$ cat config.mk
export PLATFORM = sky130hd
export DESIGN_NAME = dts_top
export DESIGN_NICKNAME = d
export VERILOG_FILES = /design/src/dts_pkg.sv /design/src/dts_top.sv
export SDC_FILE = /design/constraint.sdc
export NUM_CORES = 1
export LEC_CHECK = 0
export BUFFER_PORTS_ARGS = -buffer_cell sky130_fd_sc_hd__buf_2
export CAP_MARGIN = 10
export CORE_UTILIZATION = 46
export DETAILED_ROUTE_END_ITERATION = 10
export PLACE_DENSITY = 0.9
export SYNTH_ARGS = -nofsm -noshare
export SYNTH_HDL_FRONTEND = slang
export SYNTH_SLANG_ARGS = --single-unit
$ cat constraint.sdc
create_clock -name clk_i -period 3.01 [get_ports clk_i]
set_input_delay 0.4515 -clock clk_i [delete_from_list [all_inputs] [get_ports clk_i]]
set_output_delay 0.4515 -clock clk_i [all_outputs]
set_load 0.05 [all_outputs]
$ cat src/dts_pkg.sv
// Package for the debug trace status block: register map, field layout, constants.
// Assumes a 32-bit classic Wishbone bus with byte addresses, one register per word.
package dts_pkg;
  localparam logic [7:0] ADDR_STATUS  = 8'h00;
  localparam logic [7:0] ADDR_CONTROL = 8'h04;
  localparam logic [7:0] ADDR_IRQ_ST  = 8'h08;
  localparam logic [7:0] ADDR_IRQ_MSK = 8'h0C;
  localparam int         BIT_MATCH_A  = 7;
  localparam int         BIT_MATCH_B  = 6;
  localparam int         BIT_ARMED    = 5;
  localparam int         CNT_MSB      = 3;
  localparam int         CTL_ENABLE   = 7;
  localparam int         CTL_ARM      = 6;
  localparam int         CTL_END_MODE = 0;
  localparam logic [3:0] FIFO_DEPTH   = 4'h8;
  localparam logic [3:0] CNT_ZERO     = 4'h0;
  localparam logic [3:0] CNT_ONE      = 4'h1;
  localparam int         IRQ_W        = 3;
  localparam int         IRQ_RUN_END  = 0;
  localparam int         IRQ_MATCH_A  = 1;
  localparam int         IRQ_MATCH_B  = 2;
  typedef enum logic [0:0] {DTS_IDLE, DTS_RUN} dts_state_t;
endpackage

$ cat src/dts_top.sv
// Debug trace status block: control, run tracking, status and interrupt registers.
// Assumes synchronous comparator match pulses and trace FIFO push/pop strobes.
`default_nettype none
module dts_top (
  input  wire logic        clk_i,
  input  wire logic        rst_i,
  input  wire logic        wb_cyc_i,
  input  wire logic        wb_stb_i,
  input  wire logic        wb_we_i,
  input  wire logic [7:0]  wb_adr_i,
  input  wire logic [3:0]  wb_sel_i,
  input  wire logic [31:0] wb_dat_i,
  output logic      [31:0] wb_dat_o,
  output logic             wb_ack_o,
  input  wire logic        match_a_i,
  input  wire logic        match_b_i,
  input  wire logic        fifo_push_i,
  input  wire logic        fifo_pop_i,
  output logic             run_active_o,
  output logic             irq_o
);
  typedef struct packed {
    dts_pkg::dts_state_t    state;
    logic                   run;
    logic                   enable;
    logic                   arm;
    logic                   end_mode;
    logic                   match_a;
    logic                   match_b;
    logic [3:0]             count;
    logic [dts_pkg::IRQ_W-1:0] irq_st;
    logic [dts_pkg::IRQ_W-1:0] irq_msk;
    logic [31:0]            dat;
    logic                   ack;
    logic                   irq;
  } dts_regs_t;

  dts_regs_t cur_ff;
  dts_regs_t nxt_ff;

  logic       acc;
  logic       wr_ctl;
  logic [7:0] status;
  logic       trigger;
  logic       stop_sw;
  logic       ends;
  logic       starts;
  logic [3:0] cnt_next;

  assign acc     = wb_cyc_i && wb_stb_i && !cur_ff.ack;
  assign wr_ctl  = acc && wb_we_i && wb_sel_i[0] && (wb_adr_i == dts_pkg::ADDR_CONTROL);
  assign trigger = match_a_i || match_b_i;

  always_comb begin
    status = 8'h00;
    status[dts_pkg::BIT_MATCH_A] = cur_ff.match_a;
    status[dts_pkg::BIT_MATCH_B] = cur_ff.match_b;
    status[dts_pkg::BIT_ARMED]   = cur_ff.enable && cur_ff.arm;
    status[dts_pkg::CNT_MSB:0]   = cur_ff.count;
  end

  always_comb begin
    nxt_ff   = cur_ff;
    stop_sw  = 1'b0;
    starts   = 1'b0;
    ends     = 1'b0;
    cnt_next = cur_ff.count;
    nxt_ff.ack = acc;
    nxt_ff.dat = 32'h0000_0000;
    if (wr_ctl) begin
      nxt_ff.enable   = wb_dat_i[dts_pkg::CTL_ENABLE];
      nxt_ff.arm      = wb_dat_i[dts_pkg::CTL_ARM];
      nxt_ff.end_mode = wb_dat_i[dts_pkg::CTL_END_MODE];
      stop_sw = !wb_dat_i[dts_pkg::CTL_ENABLE] || !wb_dat_i[dts_pkg::CTL_ARM];
      starts  = wb_dat_i[dts_pkg::CTL_ENABLE] && wb_dat_i[dts_pkg::CTL_ARM];
    end
    // Push counting saturates at depth; pops are deliberately not looked at
    if (cur_ff.state == dts_pkg::DTS_RUN && fifo_push_i && cur_ff.count != dts_pkg::FIFO_DEPTH)
      cnt_next = cur_ff.count + dts_pkg::CNT_ONE;
    unique case (cur_ff.state)
      dts_pkg::DTS_IDLE: begin
        if (starts) begin
          nxt_ff.state   = dts_pkg::DTS_RUN;
          nxt_ff.match_a = 1'b0;
          nxt_ff.match_b = 1'b0;
          nxt_ff.count   = dts_pkg::CNT_ZERO;
        end
      end
      dts_pkg::DTS_RUN: begin
        nxt_ff.count = cnt_next;
        if (match_a_i) nxt_ff.match_a = 1'b1;
        if (match_b_i) nxt_ff.match_b = 1'b1;
        if (stop_sw) begin
          ends = 1'b1;
        end else if (!cur_ff.end_mode && cnt_next == dts_pkg::FIFO_DEPTH) begin
          ends = 1'b1;
        end else if (cur_ff.end_mode && trigger) begin
          ends = 1'b1;
        end
        if (ends) begin
          nxt_ff.state = dts_pkg::DTS_IDLE;
          nxt_ff.arm   = 1'b0;
        end
      end
    endcase
    // Read of the interrupt status clears it, but a new event in the same cycle wins
    if (acc && !wb_we_i && wb_adr_i == dts_pkg::ADDR_IRQ_ST)
      nxt_ff.irq_st = '0;
    if (ends) nxt_ff.irq_st[dts_pkg::IRQ_RUN_END] = 1'b1;
    if (cur_ff.state == dts_pkg::DTS_RUN && match_a_i) nxt_ff.irq_st[dts_pkg::IRQ_MATCH_A] = 1'b1;
    if (cur_ff.state == dts_pkg::DTS_RUN && match_b_i) nxt_ff.irq_st[dts_pkg::IRQ_MATCH_B] = 1'b1;
    if (acc && wb_we_i && wb_sel_i[0] && wb_adr_i == dts_pkg::ADDR_IRQ_MSK)
      nxt_ff.irq_msk = wb_dat_i[dts_pkg::IRQ_W-1:0];
    if (acc && !wb_we_i) begin
      unique case (wb_adr_i)
        dts_pkg::ADDR_STATUS:  nxt_ff.dat = {24'h00_0000, status};
        dts_pkg::ADDR_CONTROL: nxt_ff.dat = {24'h00_0000, cur_ff.enable, cur_ff.arm,
                                             5'h00, cur_ff.end_mode};
        dts_pkg::ADDR_IRQ_ST:  nxt_ff.dat = {29'h0000_0000, cur_ff.irq_st};
        dts_pkg::ADDR_IRQ_MSK: nxt_ff.dat = {29'h0000_0000, cur_ff.irq_msk};
        default:               nxt_ff.dat = 32'h0000_0000;
      endcase
    end
    nxt_ff.irq = |(nxt_ff.irq_st & nxt_ff.irq_msk);
    // Registered copy of the state, so the run output leaves a flop directly
    nxt_ff.run = nxt_ff.state == dts_pkg::DTS_RUN;
  end

  always_ff @(posedge clk_i) begin
    if (rst_i) begin
      cur_ff <= '0;
    end else begin
      cur_ff <= nxt_ff;
    end
  end

  assign wb_dat_o     = cur_ff.dat;
  assign wb_ack_o     = cur_ff.ack;
  assign run_active_o = cur_ff.run;
  assign irq_o        = cur_ff.irq;
endmodule
`default_nettype wire

==> metrics.md, run 1 <==
| Metric | Value |
|---|---|
| Status | completed |
| Antenna Cells | 0 |
| Critical Path RT | 3.22 ns |
| Ys async rst share | 0% |
| Routed len/inst | ~11 um |
| Slew @ Worst Pin | roughly 0.5 ns |
| Final GP Congestion | roughly 0.83 |
| NumNets Final | roughly 230 |
| Yosys cell types | 45 |
| Placed Cells | approximately 220 |
| Power per cell area | slightly below 400 nW/um2 |
| Final hold violation count | 0 |
| Setup ws final | 1.07 ns |
| CTS H-Tree Depth | 1 |
| Final Cycle Share | between 60% and 70% |
| Max Fclk | 515 MHz |
| Final core occ | ~50% |
| Number of synthesized register bits | 25 |
| PnR Total Power | approximately 0.59 mW |
| Min Clock Period, post-route | 1.94 ns |
| Area growth, synth to finish | 2.83% |
| DR vias | between 1000 and 1500 |
| Non-Filler Instances | between 200 and 250 |
| Ys Warns | 0 |
| Synth Cell Area | approximately 1500 um2 |
| Finished layout cell area | between 1500 and 2000 um2 |
| Relative slew margins | between 60 and 70% |
| Initial DRC Count | 23 |
| Final wirelength | around 2.5 mm |
| Resized Gates After CTS | 0 |
| Sequential share of the synthesized area | about a third |
| Clock Latency Late Sink | between 0.3 and 0.4 ns |
| CP max stage delay | approximately 0.58 ns |
| IO Port Bufs | 31 |
| Tot GR Track Use | 15.7% |
| Hold path endpoint | cur_ff[35] |
| Chip height | between 50 and 60 um |
| Top_reg_cell synth | dfxtp_1 |
| Pre-CTS setup slack | 0.732 ns |
| Max-slew violations | 0 |
| Chip Width | 58.3 um |
| Crit path cell chain | buf_2, or4_4, nor4_4, a31oi_1, a21oi_1, o32ai_1 |
| Worst EP arrival | 2.15 ns |
| Residual DRC | 0 |
| R2R cell count | 7 |
| Mapped Cells | 155 |
| Highest-delay cell along the critical path | or4_4 |
| CTS tree | built |
| Buffer count from post-CTS setup fixing | 0 |
| Vias per cell | 4.88 |
| Worst Setup End Kind | flip-flop |
| Setup TNS | 0 ns |
| Max VDD drop | just under 0.2 mV |
| Share of post-route cells with drive strength above 1 | 26.1% |
| Vias in the first global route | 921 |
| FF-to-FF Start | cur_ff[40] |
| Max-cap viol count | 0 |
| Root Buffer | clkbuf_4 |
| Number of synthesized flops with an enable pin | 0 |
| Critical path class | input port to flip-flop |
| Post-DP Area | 1470 um2 |
| Synthesized area per cell | between 9 and 10 um2 |
| Worst R2R Setup Slack | approximately 1.3 ns |
| Core Footprint | 3030 um2 |
| Initial core utilization | around half |
| First-pass GRT wire length | 4.08 mm |
| Sink Count | 25 |
| Reg-to-reg endpoint | irq_o |
| I/O pin count | 88 |
| Antenna viol nets, final | 0 |
| Final setup viols | 0 |
| Detailed Place HPWL | 1.91 mm |
| P_leak | ~0.65 nW |
| Clock transition at the registers of the reported paths | 0.14 ns |
| Largest net degree at the start of global routing | 21 |
| Die ar. | 3400 um2 |
| Rows | 20 |
| Max Fanout on Critical Path | 5 |
| Hold Startpoint | wb_dat_i[1] |
| Hold Slack | about 0.38 ns |
| HP Class | input port to flip-flop |
| Unrepaired setup endpoints after global routing | no |
| CTS max path bufs | 2 |
| Initial antenna violation count | 0 |
| Drt first pass iters | 4 |
| Clk_skew | 0.00885 ns |
| Post-CTS Hold Buffers | 0 |
| Hold depth | 3 |
| Total gr overflow | 0 |
| TritonCTS Buffers | 3 |
| Setup crit start kind | input port |
-- critical path, delay by kind of cell --
| kind | cells | cell delay [ns] |
|---|---|---|
| compound gates | 3 | 0.54 |
| simple gates | 2 | 1.06 |
| buf+inv | 1 | 0.09 |
-- worst max-delay path by stage --
stage,from,end,depth (start not counted)
final,wb_adr_i[1],cur_ff[41],6
after CTS,wb_adr_i[1],cur_ff[41],6
after global placement,wb_adr_i[1],cur_ff[41],6
after detailed placement,wb_adr_i[1],cur_ff[41],6
after floorplan,wb_adr_i[1],irq_o,5
after global routing,wb_adr_i[1],cur_ff[41],6
-- registers in the layout, indices dropped and copies added, names as in the netlist --
| register | count |
|---|---|
| cur_ff | 15 |
| run_active_o | 1 |
| irq_o | 1 |
| wb_dat_o | 7 |
| wb_ack_o | 1 |
-- layout make-up --
class	count	area [um2]
fillers	306	1530
multi-input cells	114	756
flip-flops and latches	25	500
repair buffers	31	155
well taps	44	55.1
clock buffers	3	22.5
inverters	2	7.51
clock inverters	1	5.00
-- cells in the mapped netlist (3+ instances only) --
cell	n	area share, %
a21oi_1	7	2.4
nand4_1	3	1.3
buf_4	33	17
nor3_1	5	1.7
nor2_1	11	2.8
mux2_1	3	2.3
a31oi_1	3	1.3
dfxtp_1	25	34
nand2_1	8	2.1
mux2i_1	8	5.5
or3_1	3	1.3
nand3_1	4	1.4
-- cells in the final DEF (no fill, tap or decap), drive strengths merged, types with 4 or more instances in the layout --
cell type / instances
a21oi: 7
buf: 31
conb: 25
dfxtp: 25
mux2: 4
mux2i: 8
nand2: 8
nand3: 4
nor2: 11
nor3: 5
-- power by group --
part           internal (mW)  switching, mW
Clock                 0.0498         0.0988
Sequential             0.331       0.000305
Combinational         0.0162         0.0915
Total                  0.398          0.191
-- cells by family after synthesis --
logic type	count (synthesis)	synth area share [%]
fa+ha+maj	2	1.71
mux	13	10.1
compound gates	23	11.2
simple gates	51	22.3
flops	25	34.3
other cells	1	0.257
buf+inv	40	20.1
-- routing by layer --
layer / wire length [um] / global-route usage [%] / up-vias
met3: 134 / 2.20 / 4
li1: - / - / 536
met5: 0 / 0 / -
met4: 38 / 7.14 / 0
met1: 1120 / 19.4 / 486
met2: 1180 / 27.3 / 47
No activity file was read; power rests on OpenSTA's default activity.
==> run 2: changes to the inputs <==
--- a/config.mk
+++ b/config.mk
@@ -7,9 +7,9 @@
 export LEC_CHECK = 0
 export BUFFER_PORTS_ARGS = -buffer_cell sky130_fd_sc_hd__buf_2
 export CAP_MARGIN = 10
-export CORE_UTILIZATION = 46
+export CORE_UTILIZATION = 43
 export DETAILED_ROUTE_END_ITERATION = 10
-export PLACE_DENSITY = 0.9
+export PLACE_DENSITY = 0.86
 export SYNTH_ARGS = -nofsm -noshare
 export SYNTH_HDL_FRONTEND = slang
 export SYNTH_SLANG_ARGS = --single-unit
==> constraint.sdc (replaced) <==
create_clock -name clk_i -period 1.9 [get_ports clk_i]
set_input_delay 0.285 -clock clk_i [delete_from_list [all_inputs] [get_ports clk_i]]
set_output_delay 0.285 -clock clk_i [all_outputs]
set_load 0.05 [all_outputs]
==> metrics.md, run 2 (same netlist as run 1, synthesis figures left out) <==
| Metric | Value |
|---|---|
| Worst EP arrival | roughly 2 ns |
| Drt first pass iters | 4 |
| TritonCTS Buffers | 3 |
| Die ar. | approximately 3600 um2 |
| Final wirelength | approximately 2.5 mm |
| I/O pin count | 88 |
| Clock transition at the registers of the reported paths | 0.13 ns |
| Crit path cell chain | inv_1, ha_1, nor3b_1, nand4_1, a211o_1, nand3_1, o2bb2ai_1 |
| Unrepaired setup endpoints after global routing | no |
| Core Footprint | approximately 3100 um2 |
| Min Clock Period, post-route | 1.73 ns |
| Final Cycle Share | between 90% and 100% |
| HP Class | input port to flip-flop |
| Chip height | between 60 and 70 um |
| Finished layout cell area | 1580 um2 |
| Worst path top cell family by delay | simple AND/OR/NAND/NOR gates |
| Setup crit start kind | flip-flop |
| Vias per cell | 4.87 |
| CTS H-Tree Depth | 1 |
| Max reg flops | 15 |
| Commonest non-fill, non-tap cell in the layout | buf_2 |
| Highest-delay cell along the critical path | dfxtp_2 |
| Antenna viol nets, final | 0 |
| Sink Count | 25 |
| Largest Register | cur_ff |
| Max-cap viol count | 0 |
| Max Fclk | between 500 and 600 MHz |
| Detailed Place HPWL | a little under 2 mm |
| P_leak | between 0.6 and 0.7 nW |
| Post-DP Area | 1550 um2 |
| CTS max path bufs | 2 |
| Pre-CTS setup slack | -0.147 ns |
| Max Fanout on Critical Path | 7 |
| Tot GR Track Use | between 10% and 20% |
| Clk_skew | around 0.00083 ns |
| Post-CTS Hold Buffers | 0 |
| Rows | 20 |
| Antenna Cells | 0 |
| Status | completed |
| Max-slew violations | 0 |
| Final GP Congestion | 0.803 |
| Total gr overflow | 0 |
| CTS tree | built |
| Vias in the first global route | 993 |
| Clock Latency Late Sink | between 0.3 and 0.4 ns |
| Setup ws final | 0.173 ns |
| DR vias | approximately 1100 |
| Critical path class | flip-flop to flip-flop |
| Root Buffer | clkbuf_4 |
| Residual DRC | 0 |
| Final core occ | about half |
| Critical Path RT | 2.15 ns |
| Setup TNS | 0 ns |
| Share of post-route cells with drive strength above 1 | between 30% and 40% |
| PnR Total Power | 0.934 mW |
| Largest net degree at the start of global routing | 20 |
| IO Port Bufs | 31 |
| Initial antenna violation count | 0 |
| Initial DRC Count | 26 |
| Most frequent cells in the layout | buf_2 (31), conb_1 (25), dfxtp_1 (23) |
| Routed len/inst | 10.8 um |
| Final setup viols | 0 |
| Fillers | 301 |
| NumNets Final | roughly 240 |
| Final hold violation count | 0 |
| Initial core utilization | 46.7% |
| Max VDD drop | approximately 0.21 mV |
| Area growth, synth to finish | 8.05% |
| Crit path buf inv count | 1 |
| CP max stage delay | 0.41 ns |
| First-pass GRT wire length | about 4.2 mm |
| Power per cell area | approximately 590 nW/um2 |
| Worst Setup End Kind | flip-flop |
| Chip Width | roughly 60 um |
==> run 2: cell type report <==
type                            instances  area [um2]  share of cell area, %
Inverter                                2        7.51                  0.476
Tap cell                               44        55.1                   3.49
Clock buffer                            4        26.3                   1.67
Timing Repair Buffer                   41         230                   14.6
Multi-Input combinational cell        114         756                   47.9
Sequential cell                        25         503                   31.9
==> run 2: worst reg2reg max path, stage by stage, from the launching register on <==
cell	delay [ns]
dfxtp_2	0.41
inv_1	0.07
ha_1	0.31
nor3b_1	0.22
nand4_1	0.13
a211o_1	0.30
nand3_1	0.10
o2bb2ai_1	0.12
==> run 2: timing repair <==
action,CTS,global route
setup buffers,0,0
resized for setup,0,2
setup endpoints to repair,0,3
==> run 2: final timing paths <==
check	start	endpoint	cells after the start	slack, ns
worst max-delay path	cur_ff[40]	irq_o	7	0.17
worst max register to register	cur_ff[40]	irq_o	7	0.17
worst min register to register	cur_ff[45]	cur_ff[45]	2	0.49
worst min-delay path	wb_dat_i[0]	cur_ff[46]	3	0.23
==> run 2: metrics by stage <==
step	instances	hold WS, ns
6_report	230	0.229
3_5_place_dp	226	0.468
5_1_grt	230	0.237
4_1_cts	230	0.226
2_1_floorplan	179	0.432
3_3_place_gp	226	0.459
==> run 2: per-layer routing <==
metal / track usage (%) / share of wire, %
met1: 19.2 / 45
met5: 0 / 0
met3: 2.60 / 5.2
met2: 26.1 / 49
met4: 5.32 / 0.88
==> run 2: where the power goes <==
part / switching [mW] / internal (mW) / leakage (nW)
Combinational: 0.146 / 0.0298 / 0.482
Sequential: 0.000378 / 0.525 / 0.202
Clock: 0.151 / 0.0820 / 0.0150
